File: src/hdl/uartrb_cfg.svh
// Constants of the UART register file and baud generator.
// Assumes a single clock that also serves as the baud reference.
// How it works
// - With divisor access off, a write at offset 0 queues a byte to send and a read returns the received byte.
// - With line-control bit 7 set, offsets 0 and 1 reach the low and high divisor bytes.
// - Offset 7 keeps whatever software last wrote there.
// - The byte at offset 7 also selects the indexed control register.
// - The write-only FIFO control at offset 2 holds receive and transmit trigger fields, flush bits and enable.
// - The baud generator divides the reference by the divisor to make a 16x tick.
// - At 14.7456 MHz divisor 96 gives 9600 baud, 8 gives 115200, 16 serves 56000 and 57600.
// - At 16 MHz divisor 8 gives 125000 baud.
// - At 16 MHz divisor 4 gives 250000 baud.
`ifndef UARTRB_CFG_SVH
`define UARTRB_CFG_SVH
`define UARTRB_OFF_DATA    3'h0
`define UARTRB_OFF_MASK    3'h1
`define UARTRB_OFF_FIFO    3'h2
`define UARTRB_OFF_LCT     3'h3
`define UARTRB_OFF_MCT     3'h4
`define UARTRB_OFF_LST     3'h5
`define UARTRB_OFF_MST     3'h6
`define UARTRB_OFF_SCR     3'h7
`define UARTRB_LCT_DLAB    7
`define UARTRB_LCT_BREAK   6
`define UARTRB_LCT_FORCE   5
`define UARTRB_LCT_EVEN    4
`define UARTRB_LCT_PEN     3
`define UARTRB_LCT_STOP    2
`define UARTRB_INT_NONE    8'h01
`define UARTRB_LCT_RESET   8'h03
`define UARTRB_DIV_RESET   16'h0060
`define UARTRB_MIN_LEN     4'h5
`define UARTRB_HALF_BIT    4'h7
`define UARTRB_FULL_BIT    4'hF
`endif

File: src/hdl/uartrb_pkg.sv
// Types of the UART register file and baud generator.
// Assumes the constants header is included by the top module.
package uartrb_pkg;
   typedef enum logic [3:0] {
      RX_IDLE  = 4'b0001,
      RX_START = 4'b0010,
      RX_DATA  = 4'b0100,
      RX_STOP  = 4'b1000
   } uartrb_rx_e;
   typedef enum logic [1:0] {
      TX_IDLE = 2'b01,
      TX_SEND = 2'b10
   } uartrb_tx_e;
   typedef logic [7:0] uartrb_byte_t;
endpackage

File: src/hdl/uartrb_top.sv
// UART channel: byte-wide host registers, baud generator, serial line.
// Assumes host strobes on the core clock and an asynchronous serial input.
`include "uartrb_cfg.svh"
`timescale 1ns/10ps
`default_nettype none
module uartrb_top (
   input  wire logic                 clock,
   input  wire logic                 rst_n,
   input  wire logic [2:0]           addr,
   input  wire logic                 wr_strobe,
   input  wire logic                 rd_strobe,
   input  wire uartrb_pkg::uartrb_byte_t wr_data,
   output var  uartrb_pkg::uartrb_byte_t rd_data,
   input  wire logic                 serial_in,
   output var  logic                 serial_out,
   input  wire logic [3:0]           modem_in_n,
   output var  logic [3:0]           modem_out_n,
   output var  uartrb_pkg::uartrb_byte_t indexed_sel,
   output var  logic [1:0]           rx_trigger,
   output var  logic [1:0]           tx_trigger
);
   import uartrb_pkg::*;

   uartrb_byte_t     lctl_reg, mctl_reg, mask_reg, fctl_reg, tx_hold_reg;
   uartrb_byte_t     rx_hold_reg, rd_data_reg, rd_data_next;
   logic [15:0]      div_reg, bcnt_reg;
   logic             baud_tick, dlab, tx_launch;
   logic             hold_full_reg, ready_reg, overrun_reg, perr_reg;
   logic             ferr_reg, brk_reg, rx_done;
   logic [3:0]       mst_delta_reg, mst_s1_reg, mst_s2_reg, mst_old_reg;
   logic             rx_s1_reg, rx_s2_reg;
   uartrb_tx_e       tx_state_reg;
   uartrb_rx_e       rx_state_reg;
   logic [11:0]      tx_shift_reg, tx_frame;
   logic [3:0]       tx_bits_reg, tx_tick_reg, tx_len;
   logic [3:0]       rx_tick_reg, rx_idx_reg, dlen;
   logic [8:0]       rx_shift_reg;
   logic             par_bit;
   logic             wr_data_hit, rd_data_hit;

   assign dlab        = lctl_reg[`UARTRB_LCT_DLAB];
   assign dlen        = `UARTRB_MIN_LEN + {2'h0, lctl_reg[1:0]};
   assign wr_data_hit = wr_strobe && addr == `UARTRB_OFF_DATA && !dlab;
   assign rd_data_hit = rd_strobe && addr == `UARTRB_OFF_DATA && !dlab;

   // Parity over the active data bits
   function automatic logic parity_of(input logic [7:0] d,
                                      input logic [7:0] ctl);
      logic       p;
      logic [3:0] n;
      p = 1'b0;
      n = `UARTRB_MIN_LEN + {2'h0, ctl[1:0]};
      for (int i = 0; i < 8; i++) begin
         if (i < 32'(n)) begin
            p = p ^ d[i];
         end
      end
      if (ctl[`UARTRB_LCT_FORCE]) begin
         parity_of = ~ctl[`UARTRB_LCT_EVEN];
      end else begin
         parity_of = ctl[`UARTRB_LCT_EVEN] ? p : ~p;
      end
   endfunction

   // Host writes
   always_ff @(posedge clock) begin
      if (!rst_n) begin
         lctl_reg <= `UARTRB_LCT_RESET;
         div_reg  <= `UARTRB_DIV_RESET;
         mctl_reg <= 8'h00;
         mask_reg <= 8'h00;
         fctl_reg <= 8'h00;
         indexed_sel <= 8'h00;
      end else if (wr_strobe) begin
         case (addr)
            `UARTRB_OFF_DATA: if (dlab) div_reg[7:0] <= wr_data;
            `UARTRB_OFF_MASK: begin
               if (dlab) begin
                  div_reg[15:8] <= wr_data;
               end else begin
                  mask_reg <= wr_data;
               end
            end
            `UARTRB_OFF_FIFO: fctl_reg <= wr_data;
            `UARTRB_OFF_LCT:  lctl_reg <= wr_data;
            `UARTRB_OFF_MCT:  mctl_reg <= wr_data;
            `UARTRB_OFF_SCR:  indexed_sel <= wr_data;
            default: ;
         endcase
      end
   end

   always_ff @(posedge clock) begin
      if (!rst_n) begin
         rx_trigger  <= 2'h0;
         tx_trigger  <= 2'h0;
         modem_out_n <= 4'hF;
      end else begin
         rx_trigger  <= fctl_reg[7:6];
         tx_trigger  <= fctl_reg[5:4];
         modem_out_n <= ~mctl_reg[3:0];
      end
   end

   // Baud generator, one tick per divisor clocks
   // Catches up at once when the divisor shrinks below the count
   assign baud_tick = div_reg != 16'h0000 && bcnt_reg >= div_reg - 16'h0001;
   // Frames start on a tick so the start bit is a full cell
   assign tx_launch = tx_state_reg == TX_IDLE && hold_full_reg
                      && !wr_data_hit && baud_tick;

   always_ff @(posedge clock) begin
      if (!rst_n || baud_tick) begin
         bcnt_reg <= 16'h0000;
      end else if (div_reg != 16'h0000) begin
         bcnt_reg <= bcnt_reg + 16'h0001;
      end
   end

   // Transmit frame image, start bit in bit 0
   always_comb begin
      par_bit  = parity_of(tx_hold_reg, lctl_reg);
      tx_frame = 12'hFFF;
      tx_frame[0] = 1'b0;
      for (int i = 0; i < 8; i++) begin
         if (i < 32'(dlen)) begin
            tx_frame[i + 1] = tx_hold_reg[i];
         end
      end
      if (lctl_reg[`UARTRB_LCT_PEN]) begin
         tx_frame[dlen + 4'h1] = par_bit;
      end
      tx_len = dlen + 4'h2 + {3'h0, lctl_reg[`UARTRB_LCT_PEN]}
             + {3'h0, lctl_reg[`UARTRB_LCT_STOP]};
   end

   always_ff @(posedge clock) begin
      if (!rst_n) begin
         tx_hold_reg <= 8'h00;
      end else if (wr_data_hit) begin
         tx_hold_reg <= wr_data;
      end
   end

   always_ff @(posedge clock) begin
      if (!rst_n) begin
         hold_full_reg <= 1'b0;
      end else if (wr_data_hit) begin
         hold_full_reg <= 1'b1;
      end else if (tx_launch) begin
         hold_full_reg <= 1'b0;
      end
   end

   always_ff @(posedge clock) begin
      if (!rst_n) begin
         tx_state_reg <= TX_IDLE;
         tx_shift_reg <= 12'hFFF;
         tx_bits_reg  <= 4'h0;
         tx_tick_reg  <= 4'h0;
      end else begin
         case (tx_state_reg)
            TX_IDLE: begin
               if (tx_launch) begin
                  tx_shift_reg <= tx_frame;
                  tx_bits_reg  <= tx_len;
                  tx_tick_reg  <= 4'h0;
                  tx_state_reg <= TX_SEND;
               end
            end
            TX_SEND: begin
               if (baud_tick) begin
                  tx_tick_reg <= tx_tick_reg + 4'h1;
                  if (tx_tick_reg == `UARTRB_FULL_BIT) begin
                     tx_shift_reg <= {1'b1, tx_shift_reg[11:1]};
                     tx_bits_reg  <= tx_bits_reg - 4'h1;
                     if (tx_bits_reg == 4'h1) begin
                        tx_state_reg <= TX_IDLE;
                     end
                  end
               end
            end
            default: tx_state_reg <= TX_IDLE;
         endcase
      end
   end

   always_ff @(posedge clock) begin
      if (!rst_n) begin
         serial_out <= 1'b1;
      end else if (lctl_reg[`UARTRB_LCT_BREAK]) begin
         serial_out <= 1'b0;
      end else begin
         serial_out <= tx_state_reg == TX_SEND ? tx_shift_reg[0] : 1'b1;
      end
   end

   // Input synchronisers
   always_ff @(posedge clock) begin
      if (!rst_n) begin
         rx_s1_reg  <= 1'b1;
         rx_s2_reg  <= 1'b1;
         mst_s1_reg <= 4'hF;
         mst_s2_reg <= 4'hF;
      end else begin
         rx_s1_reg  <= serial_in;
         rx_s2_reg  <= rx_s1_reg;
         mst_s1_reg <= modem_in_n;
         mst_s2_reg <= mst_s1_reg;
      end
   end

   // Receiver, start checked at mid bit then one sample per bit
   assign rx_done = rx_state_reg == RX_STOP && baud_tick
                    && rx_tick_reg == `UARTRB_FULL_BIT;

   always_ff @(posedge clock) begin
      if (!rst_n) begin
         rx_state_reg <= RX_IDLE;
         rx_tick_reg  <= 4'h0;
         rx_idx_reg   <= 4'h0;
         rx_shift_reg <= 9'h000;
      end else if (baud_tick) begin
         rx_tick_reg <= rx_tick_reg + 4'h1;
         case (rx_state_reg)
            RX_IDLE: begin
               rx_tick_reg <= 4'h0;
               if (!rx_s2_reg) begin
                  rx_state_reg <= RX_START;
               end
            end
            RX_START: begin
               if (rx_tick_reg == `UARTRB_HALF_BIT) begin
                  rx_tick_reg  <= 4'h0;
                  rx_idx_reg   <= 4'h0;
                  rx_shift_reg <= 9'h000;
                  rx_state_reg <= rx_s2_reg ? RX_IDLE : RX_DATA;
               end
            end
            RX_DATA: begin
               if (rx_tick_reg == `UARTRB_FULL_BIT) begin
                  rx_shift_reg[rx_idx_reg] <= rx_s2_reg;
                  rx_idx_reg <= rx_idx_reg + 4'h1;
                  if (rx_idx_reg + 4'h1 ==
                      dlen + {3'h0, lctl_reg[`UARTRB_LCT_PEN]}) begin
                     rx_state_reg <= RX_STOP;
                  end
               end
            end
            RX_STOP: if (rx_done) rx_state_reg <= RX_IDLE;
            default: rx_state_reg <= RX_IDLE;
         endcase
      end
   end

   // Received byte and line status; a new event beats a clearing read
   always_ff @(posedge clock) begin
      if (!rst_n) begin
         rx_hold_reg <= 8'h00;
         ready_reg   <= 1'b0;
         overrun_reg <= 1'b0;
         perr_reg    <= 1'b0;
         ferr_reg    <= 1'b0;
         brk_reg     <= 1'b0;
      end else if (rx_done) begin
         rx_hold_reg <= rx_shift_reg[7:0] & ((8'h01 << dlen) - 8'h01);
         ready_reg   <= 1'b1;
         overrun_reg <= overrun_reg || ready_reg;
         perr_reg    <= lctl_reg[`UARTRB_LCT_PEN] && rx_shift_reg[dlen]
                        != parity_of(rx_shift_reg[7:0], lctl_reg);
         ferr_reg    <= !rx_s2_reg;
         brk_reg     <= !rx_s2_reg && rx_shift_reg == 9'h000;
      end else begin
         if (rd_data_hit) begin
            ready_reg <= 1'b0;
         end
         if (rd_strobe && addr == `UARTRB_OFF_LST) begin
            overrun_reg <= 1'b0;
            perr_reg    <= 1'b0;
            ferr_reg    <= 1'b0;
            brk_reg     <= 1'b0;
         end
      end
   end

   // Modem status deltas, cleared by reading, change wins
   always_ff @(posedge clock) begin
      if (!rst_n) begin
         mst_old_reg   <= 4'hF;
         mst_delta_reg <= 4'h0;
      end else begin
         mst_old_reg <= mst_s2_reg;
         if (rd_strobe && addr == `UARTRB_OFF_MST) begin
            mst_delta_reg <= mst_s2_reg ^ mst_old_reg;
         end else begin
            mst_delta_reg <= mst_delta_reg | (mst_s2_reg ^ mst_old_reg);
         end
      end
   end

   // Read mux
   always_comb begin
      case (addr)
         `UARTRB_OFF_DATA: rd_data_next = dlab ? div_reg[7:0]
                                               : rx_hold_reg;
         `UARTRB_OFF_MASK: rd_data_next = dlab ? div_reg[15:8] : mask_reg;
         `UARTRB_OFF_FIFO: rd_data_next = `UARTRB_INT_NONE;
         `UARTRB_OFF_LCT:  rd_data_next = lctl_reg;
         `UARTRB_OFF_MCT:  rd_data_next = mctl_reg;
         `UARTRB_OFF_LST:  rd_data_next = {perr_reg | ferr_reg | brk_reg,
                              tx_state_reg == TX_IDLE && !hold_full_reg,
                              !hold_full_reg, brk_reg, ferr_reg, perr_reg,
                              overrun_reg, ready_reg};
         `UARTRB_OFF_MST:  rd_data_next = {~mst_s2_reg, mst_delta_reg};
         `UARTRB_OFF_SCR:  rd_data_next = indexed_sel;
         default:          rd_data_next = 8'h00;
      endcase
   end

   always_ff @(posedge clock) begin
      if (!rst_n) begin
         rd_data_reg <= 8'h00;
      end else if (rd_strobe) begin
         rd_data_reg <= rd_data_next;
      end
   end
   assign rd_data = rd_data_reg;

   // Checks
   logic [15:0] gap_reg;
   logic        gap_ok_reg;
   always_ff @(posedge clock) begin
      if (!rst_n || baud_tick) begin
         gap_reg <= 16'h0000;
      end else begin
         gap_reg <= gap_reg + 16'h0001;
      end
   end
   always_ff @(posedge clock) begin
      if (!rst_n || (wr_strobe && dlab)) begin
         gap_ok_reg <= 1'b0;
      end else if (baud_tick) begin
         gap_ok_reg <= 1'b1;
      end
   end
endmodule
`default_nettype wire

File: config.mk
export PLATFORM = sky130hd
export DESIGN_NAME = uartrb_top
export DESIGN_NICKNAME = d
export VERILOG_FILES = /design/src/hdl/uartrb_pkg.sv /design/src/hdl/uartrb_top.sv
export VERILOG_INCLUDE_DIRS = /design/src /design/src/hdl
export SDC_FILE = /design/constraint.sdc
export NUM_CORES = 1
export LEC_CHECK = 0
export ABC_AREA = 1
export BUFFER_PORTS_ARGS = -buffer_cell sky130_fd_sc_hd__buf_2
export CAP_MARGIN = 20
export CORE_MARGIN = 1
export CORE_UTILIZATION = 35
export CTS_CLUSTER_SIZE = 12
export DETAILED_ROUTE_END_ITERATION = 10
export GPL_ROUTABILITY_DRIVEN = 0
export SLEW_MARGIN = 15
export SYNTH_ARGS = -nofsm -noshare
export SYNTH_HDL_FRONTEND = slang
export SYNTH_SLANG_ARGS = --single-unit
File: constraint.sdc
create_clock -name clock -period 3.1 [get_ports clock]
set_clock_uncertainty 0.15 [all_clocks]
set_input_delay 0.62 -clock clock [delete_from_list [all_inputs] [get_ports clock]]
set_output_delay 0.62 -clock clock [all_outputs]
set_load 0.05 [all_outputs]
**After elaboration in Yosys (flattened, before gate mapping)**

Cells that the tools add are included.

- Output and inout port bits: 25
- Flip-flop bits (word level): 172

- Reduce and logical (&&, ||, !) cells: 44
- Shift-type cells: 1
- Bitwise gates (word level): 25
- Order comparisons: 14
- Mux-type cells: 101
- Add/subtract/negate cells: 13
- Equality and inequality tests: 28

Operators by type and width:

| kind | count |
|---|---|
| $pmux W8 S8 | 1 |
| $mux W1 | 60 |
| $mux W4 | 14 |
| $mux W12 | 4 |
| $pmux W4 S2 | 4 |
| $pmux W12 S2 | 1 |
| $mux W9 | 2 |
| $ne A2 B2 Y1 const B | 9 |
| $pmux W9 S2 | 1 |
| $logic_and A1 B1 Y1 | 17 |
| $add A16 B1 Y16 const B | 1 |
| $add A4 B1 Y4 const B | 4 |
| $ge A16 B16 Y1 | 1 |
| $lt A3 B4 Y1 const A | 4 |
| $mux W8 | 2 |
| $pmux W4 S4 | 1 |
| $reduce_bool A16 Y1 | 1 |
| $sub A16 B1 Y16 const B | 1 |
| $lt A4 B5 Y1 const B | 3 |
| $xor A1 B1 Y1 | 14 |
| $add A4 B1 Y4 | 3 |
| $bwmux W12 | 1 |
| $eq A3 B3 Y1 const B | 4 |
| $eq A4 B4 Y1 const B | 3 |
| other kinds (38) | 70 |

**Logic depth before layout (Yosys ltp)**

- Depth after elaboration: 43
- Depth in mapped cells: 22

**Worst setup path before layout**

Ideal clock, no wire load.

- Kind: register -> register
- Start point: reg div_reg[2]
- End point: reg tx_shift_reg[8]
- Arrival: 2.738 ns
- Clock period less this slack: 3.002 ns
- Stages on the path, launching flop included: 23
- Path buffers: 2
- Setup slack: 0.098 ns
- Library setup time: 0.113 ns
- Path through: dfxtp_1 -> nor2_1 -> nand3_1 -> inv_1 -> nand3_1 -> nor2_1 -> nand2_1 -> nor3_2 -> nand3_1 -> xor2_1 -> inv_1 -> ha_1 -> nand2_1 -> nor3_2 -> nand3_1 -> nand3_2 -> nand2_2 -> inv_2 -> nand3_4 -> buf_6 -> buf_8 -> a21oi_2 -> nand2_1

- Cells in the longest elaborated chain, start to end: 6
- Elaborated cells on any way between the ends: 8
- Classes of those cells: 1 x add/sub; 1 x order compare; 2 x eq/ne; 4 x reduce/logical

Ends and longest elaborated chain:

| item | line | text |
|---|---|---|
| start, declared | uartrb_top.sv:26 | `logic [15:0] div_reg, bcnt_reg;` |
| start signal, assigned | uartrb_top.sv:69 | `` div_reg <= `UARTRB_DIV_RESET; `` |
| start signal, assigned | uartrb_top.sv:76 | `` `UARTRB_OFF_DATA: if (dlab) div_reg[7:0] <= wr_data; `` |
| $sub A16 B1 Y16 | uartrb_top.sv:107 | `assign baud_tick = div_reg != 16'h0000 && bcnt_reg >= div_reg - 16'h0001;` |
| $ge A16 B16 Y1 | uartrb_top.sv:107 |  |
| $logic_and A1 B1 Y1 (*) | uartrb_top.sv:107 |  |
| $logic_and A1 B1 Y1 | uartrb_top.sv:110 | `&& !wr_data_hit && baud_tick;` |
| $ne A2 B2 Y1 (no line) | n/a |  |
| $reduce_and A4 Y1 (no line) (*) | n/a |  |
| end signal, assigned | uartrb_top.sv:165 | `tx_shift_reg <= tx_frame;` |
| end signal, assigned | uartrb_top.sv:175 | `tx_shift_reg <= {1'b1, tx_shift_reg[11:1]};` |
| end, declared | uartrb_top.sv:34 | `logic [11:0] tx_shift_reg, tx_frame;` |

Every way passes the cells marked *; elsewhere a longest branch is shown, timed or not.
A chain may end at the register's enable or synchronous reset.

**Final worst setup path**

- Start point: reg div_reg[3]
- End point: reg tx_state_reg[0]

- Cells in the longest elaborated chain, start to end: 6
- Elaborated cells on any way between the ends: 8
- Classes of those cells: 1 x add/sub; 1 x order compare; 2 x eq/ne; 4 x reduce/logical

Ends and longest elaborated chain:

| item | line | text |
|---|---|---|
| $sub A16 B1 Y16 | uartrb_top.sv:107 |  |
| $ge A16 B16 Y1 | uartrb_top.sv:107 |  |
| $logic_and A1 B1 Y1 (*) | uartrb_top.sv:107 |  |
| $logic_and A1 B1 Y1 | uartrb_top.sv:110 |  |
| $ne A2 B2 Y1 (no line) | n/a |  |
| $reduce_and A4 Y1 (no line) (*) | n/a |  |
| end signal, assigned | uartrb_top.sv:157 | `tx_state_reg <= TX_IDLE;` |
| end signal, assigned | uartrb_top.sv:168 | `tx_state_reg <= TX_SEND;` |
| end signal, assigned | uartrb_top.sv:178 | `tx_state_reg <= TX_IDLE;` |
| end, declared | uartrb_top.sv:32 | `uartrb_tx_e tx_state_reg;` |

Marks and branches as above.

==> flow_metrics.env <==
export IMPL_drt_iter0_markers=541
export IMPL_seqCellArea_sq_mm=0.00336
export IMPL_ys_types=48
export IMPL_grt_overflow=0
export IMPL_combinationalPowerShare_pct=7.3
export IMPL_routedWlPerCell_um=14.7
export IMPL_diodes=0
export IMPL_cts_buffer_depth=2
export IMPL_min_period_over_period_pct=100
export IMPL_grt_max_degree=50
export IMPL_crit_type="register to register"
export IMPL_yosysSeqAreaShare_pct=38.3
export IMPL_crit_path_max_fanout=8
export IMPL_period_minus_slack_ns=3.10
export IMPL_clk_latency_ns=0.44
export IMPL_ant_nets=0
export IMPL_drtPass1Iterations=5
export IMPL_synth_edf_count=0
export IMPL_num_rows=57
export IMPL_cp_arrival_ns=3.25
export IMPL_cts_tree="built"
export IMPL_drive_gt1_share_pct=18.1
export IMPL_io_pins=45
export IMPL_die_w_um=160
export IMPL_hold_violations=0
export IMPL_startpoint_type="register"
export IMPL_power_density_mw_per_mm2=456
export IMPL_syn_area_per_cell_sq_um=7.23
export IMPL_cp_end_kind="register"
export IMPL_grt_first_pass_wirelength_mm=37.5
export IMPL_htree_levels=4
export IMPL_cts_num_sinks=168
export IMPL_start_util_pct=35.9
export IMPL_violations="setup timing"
export IMPL_hp_class="primary input to register"
export IMPL_setup_tns_final_ns=-0.00128
export IMPL_netlist_area_sq_mm=0.00878
export IMPL_synth_cells=1214
export IMPL_dieArea_sq_mm=0.0257
export IMPL_hold_depth=2
export IMPL_ys_ff_latch=168
export IMPL_core_area_sq_mm=0.0245
export IMPL_ys_async_sr_fraction_pct=0
export IMPL_p_seq_share_pct=47.0
export IMPL_p_int_w=0.00345
export IMPL_cts_clk_slew_worst_paths_ns=0.07
export IMPL_p_total_w=0.00474
export IMPL_io_buffers=44
export IMPL_rsz0062_at_grt="yes"
export IMPL_antenna_found_initial=0
export IMPL_maxCapViolations=0
export IMPL_multi_input_area_sq_mm=0.00490
export IMPL_routed_wl_mm=23.7
export IMPL_slew_viol_final=0
export IMPL_power_switching_w=0.00130
export IMPL_ys_warn_count=0
export IMPL_vias_per_cell=4.97
export IMPL_drcViolationCount=0
export IMPL_slew_headroom_pct=38.8
export IMPL_vias=8050
export IMPL_power_frac_clock_pct=45.6
export IMPL_grtUsageTotal_pct=18.3
export IMPL_cts_made_buffers=17
export IMPL_grt_pass1_vias=7273
export IMPL_ir_drop_mv=0.371
export IMPL_rr_worst_depth=20
export IMPL_fmax_mhz=322
export IMPL_cts_root_buf="clkbuf_16"
export IMPL_cp_required_ns=3.25
export IMPL_worst_slack_ns=-0.00128
export IMPL_die_h_um=160
export IMPL_ys_flop_type="dfxtp_1"
export IMPL_final_nets=1345
export IMPL_post_dp_hpwl_mm=17.0
export IMPL_setup_viol=1
export IMPL_n_fill_cell=2522
export IMPL_syn_to_final_growth_pct=18.5
export IMPL_utilization_pct=42.5
export IMPL_tightest_slew_ns=0.909
export IMPL_leakagePower_nw=4.34
export IMPL_status="complete, but fails checks"
export IMPL_p_sw_share_pct=27.3
==> path summary, 6_finish.rpt <==
| kind | startpoint | to | slack (ns) |
|---|---|---|---|
| max | div_reg[3]$_SDFFE_PN0P_ | tx_state_reg[0]$_SDFFE_PN1P_ | -0.001 |
| min | modem_in_n[2] | mst_s1_reg[2]$_SDFF_PN1_ | 0.21 |
| max reg2reg | div_reg[3]$_SDFFE_PN0P_ | tx_state_reg[0]$_SDFFE_PN1P_ | -0.001 |
| min reg2reg | mst_s1_reg[0]$_SDFF_PN1_ | mst_s2_reg[0]$_SDFF_PN1_ | 0.26 |
==> area by class of cell <==
type,instances,share of cell area [%]
Sequential cell,168,32.3
Clock inverter,14,1.54
Multi-Input combinational cell,864,47.1
Tap cell,324,3.90
Clock buffer,18,4.13
Timing Repair Buffer,90,5.76
Inverter,141,5.28
==> synth_stat cells (3+ instances only) <==
cell | number | area [sq um]
nand2_1 | 228 | 856
dfxtp_1 | 168 | 3360
nor2_1 | 137 | 514
inv_1 | 132 | 495
a21oi_1 | 116 | 581
o21ai_0 | 103 | 515
nand3_1 | 74 | 370
ha_1 | 41 | 513
xor2_1 | 31 | 272
clkbuf_1 | 26 | 97.6
or2_2 | 20 | 125
xnor2_1 | 13 | 114
nand2_2 | 11 | 68.8
nor3_1 | 11 | 55.1
buf_2 | 9 | 45.0
nand4_1 | 9 | 56.3
o211ai_1 | 8 | 60.1
buf_6 | 6 | 67.6
inv_2 | 6 | 22.5
a21oi_2 | 5 | 43.8
nor2_2 | 5 | 31.3
nor4_1 | 5 | 31.3
nor3b_1 | 4 | 30.0
o31ai_1 | 4 | 30.0
a221oi_1 | 3 | 26.3
clkinv_1 | 3 | 11.3
nand4_2 | 3 | 37.5
nor3_2 | 3 | 30.0
o2111ai_1 | 3 | 26.3
o22ai_1 | 3 | 18.8
o41ai_1 | 3 | 26.3
==> routing by layer <==
| metal | vias up | wire, um | global-route usage, % |
|---|---|---|---|
| met1 | 3747 | 11400 | 25.2 |
| met2 | 178 | 10900 | 29.4 |
| met3 | 26 | 1100 | 3.36 |
| li1 | 4099 | - | - |
| met4 | 0 | 313 | 4.85 |
| met5 | - | 0 | 0 |
==> worst max-delay path, cell delays in order (launching register included) <==
cell,delay [ns]
dfxtp_1,0.32
nor2_2,0.11
nand3_2,0.09
inv_2,0.07
nand3_2,0.06
nor2_1,0.11
nand2_1,0.08
nor3_2,0.19
nand3_1,0.11
xor2_1,0.17
inv_1,0.09
ha_4,0.29
nand2_4,0.06
nor3_4,0.20
nand3_2,0.12
nand3_4,0.13
nand2_4,0.09
buf_6,0.16
or2_4,0.25
nand2_1,0.07
nand2_1,0.06
==> cell families after synthesis <==
group	count (synthesis)	synth area share (%)
AO/OA/AOI/OAI	252	15.4
XOR/XNOR	44	4.39
adder cells (fa/ha/maj)	43	6.30
buffers and inverters	185	8.76
flip-flops	168	38.3
multiplexers	1	0.114
other	1	0.0427
AND/OR/NAND/NOR	520	26.6
==> power by group through the flow <==
stage	clock network, W	logic [W]	registers, W
CTS	0.00219	0.000337	0.00223
global placement	0	0.000333	0.00228
floorplan	0	0.000194	0.00230
finish	0.00216	0.000347	0.00223
global route	0.00228	0.000385	0.00223
detailed placement	0	0.000334	0.00228
==> timing repair <==
item | in CTS | in global routing
setup buffers | 0 | 7
cloned | 1 | 1
pin swaps | 3 | 23
resized for setup | 8 | 80
hold buffers | 0 | 0
endpoints found under the setup margin | 29 | 73
==> per-stage QoR <==
stage / worst slack, ns / cells / instance area, sq um / hold WS (ns)
final: -0.00128 / 1619 / 10400 / 0.215
after global routing: -0.316 / 1619 / 10400 / 0.202
after CTS: -0.00363 / 1612 / 10100 / 0.198
after detailed placement: -0.0734 / 1579 / 9470 / 0.243
after global placement: -0.0389 / 1579 / 9470 / 0.240
after floorplan: 0.0985 / 1215 / 8780 / 0.208
==> cells in the final DEF, fill, tap and decap left out, types with 10 or more instances in the layout <==
master	instances
o21ai_0	94
xnor2_1	13
dfxtp_1	167
nand2_1	214
nand3_1	69
inv_1	126
a21oi_2	10
nor2_1	126
nand2_2	19
xor2_1	30
nor3_1	10
or2_2	19
buf_2	44
a21oi_1	111
clkbuf_16	17
nor2_2	14
buf_4	37
ha_1	40
No activity file was read; power rests on OpenSTA's default activity.
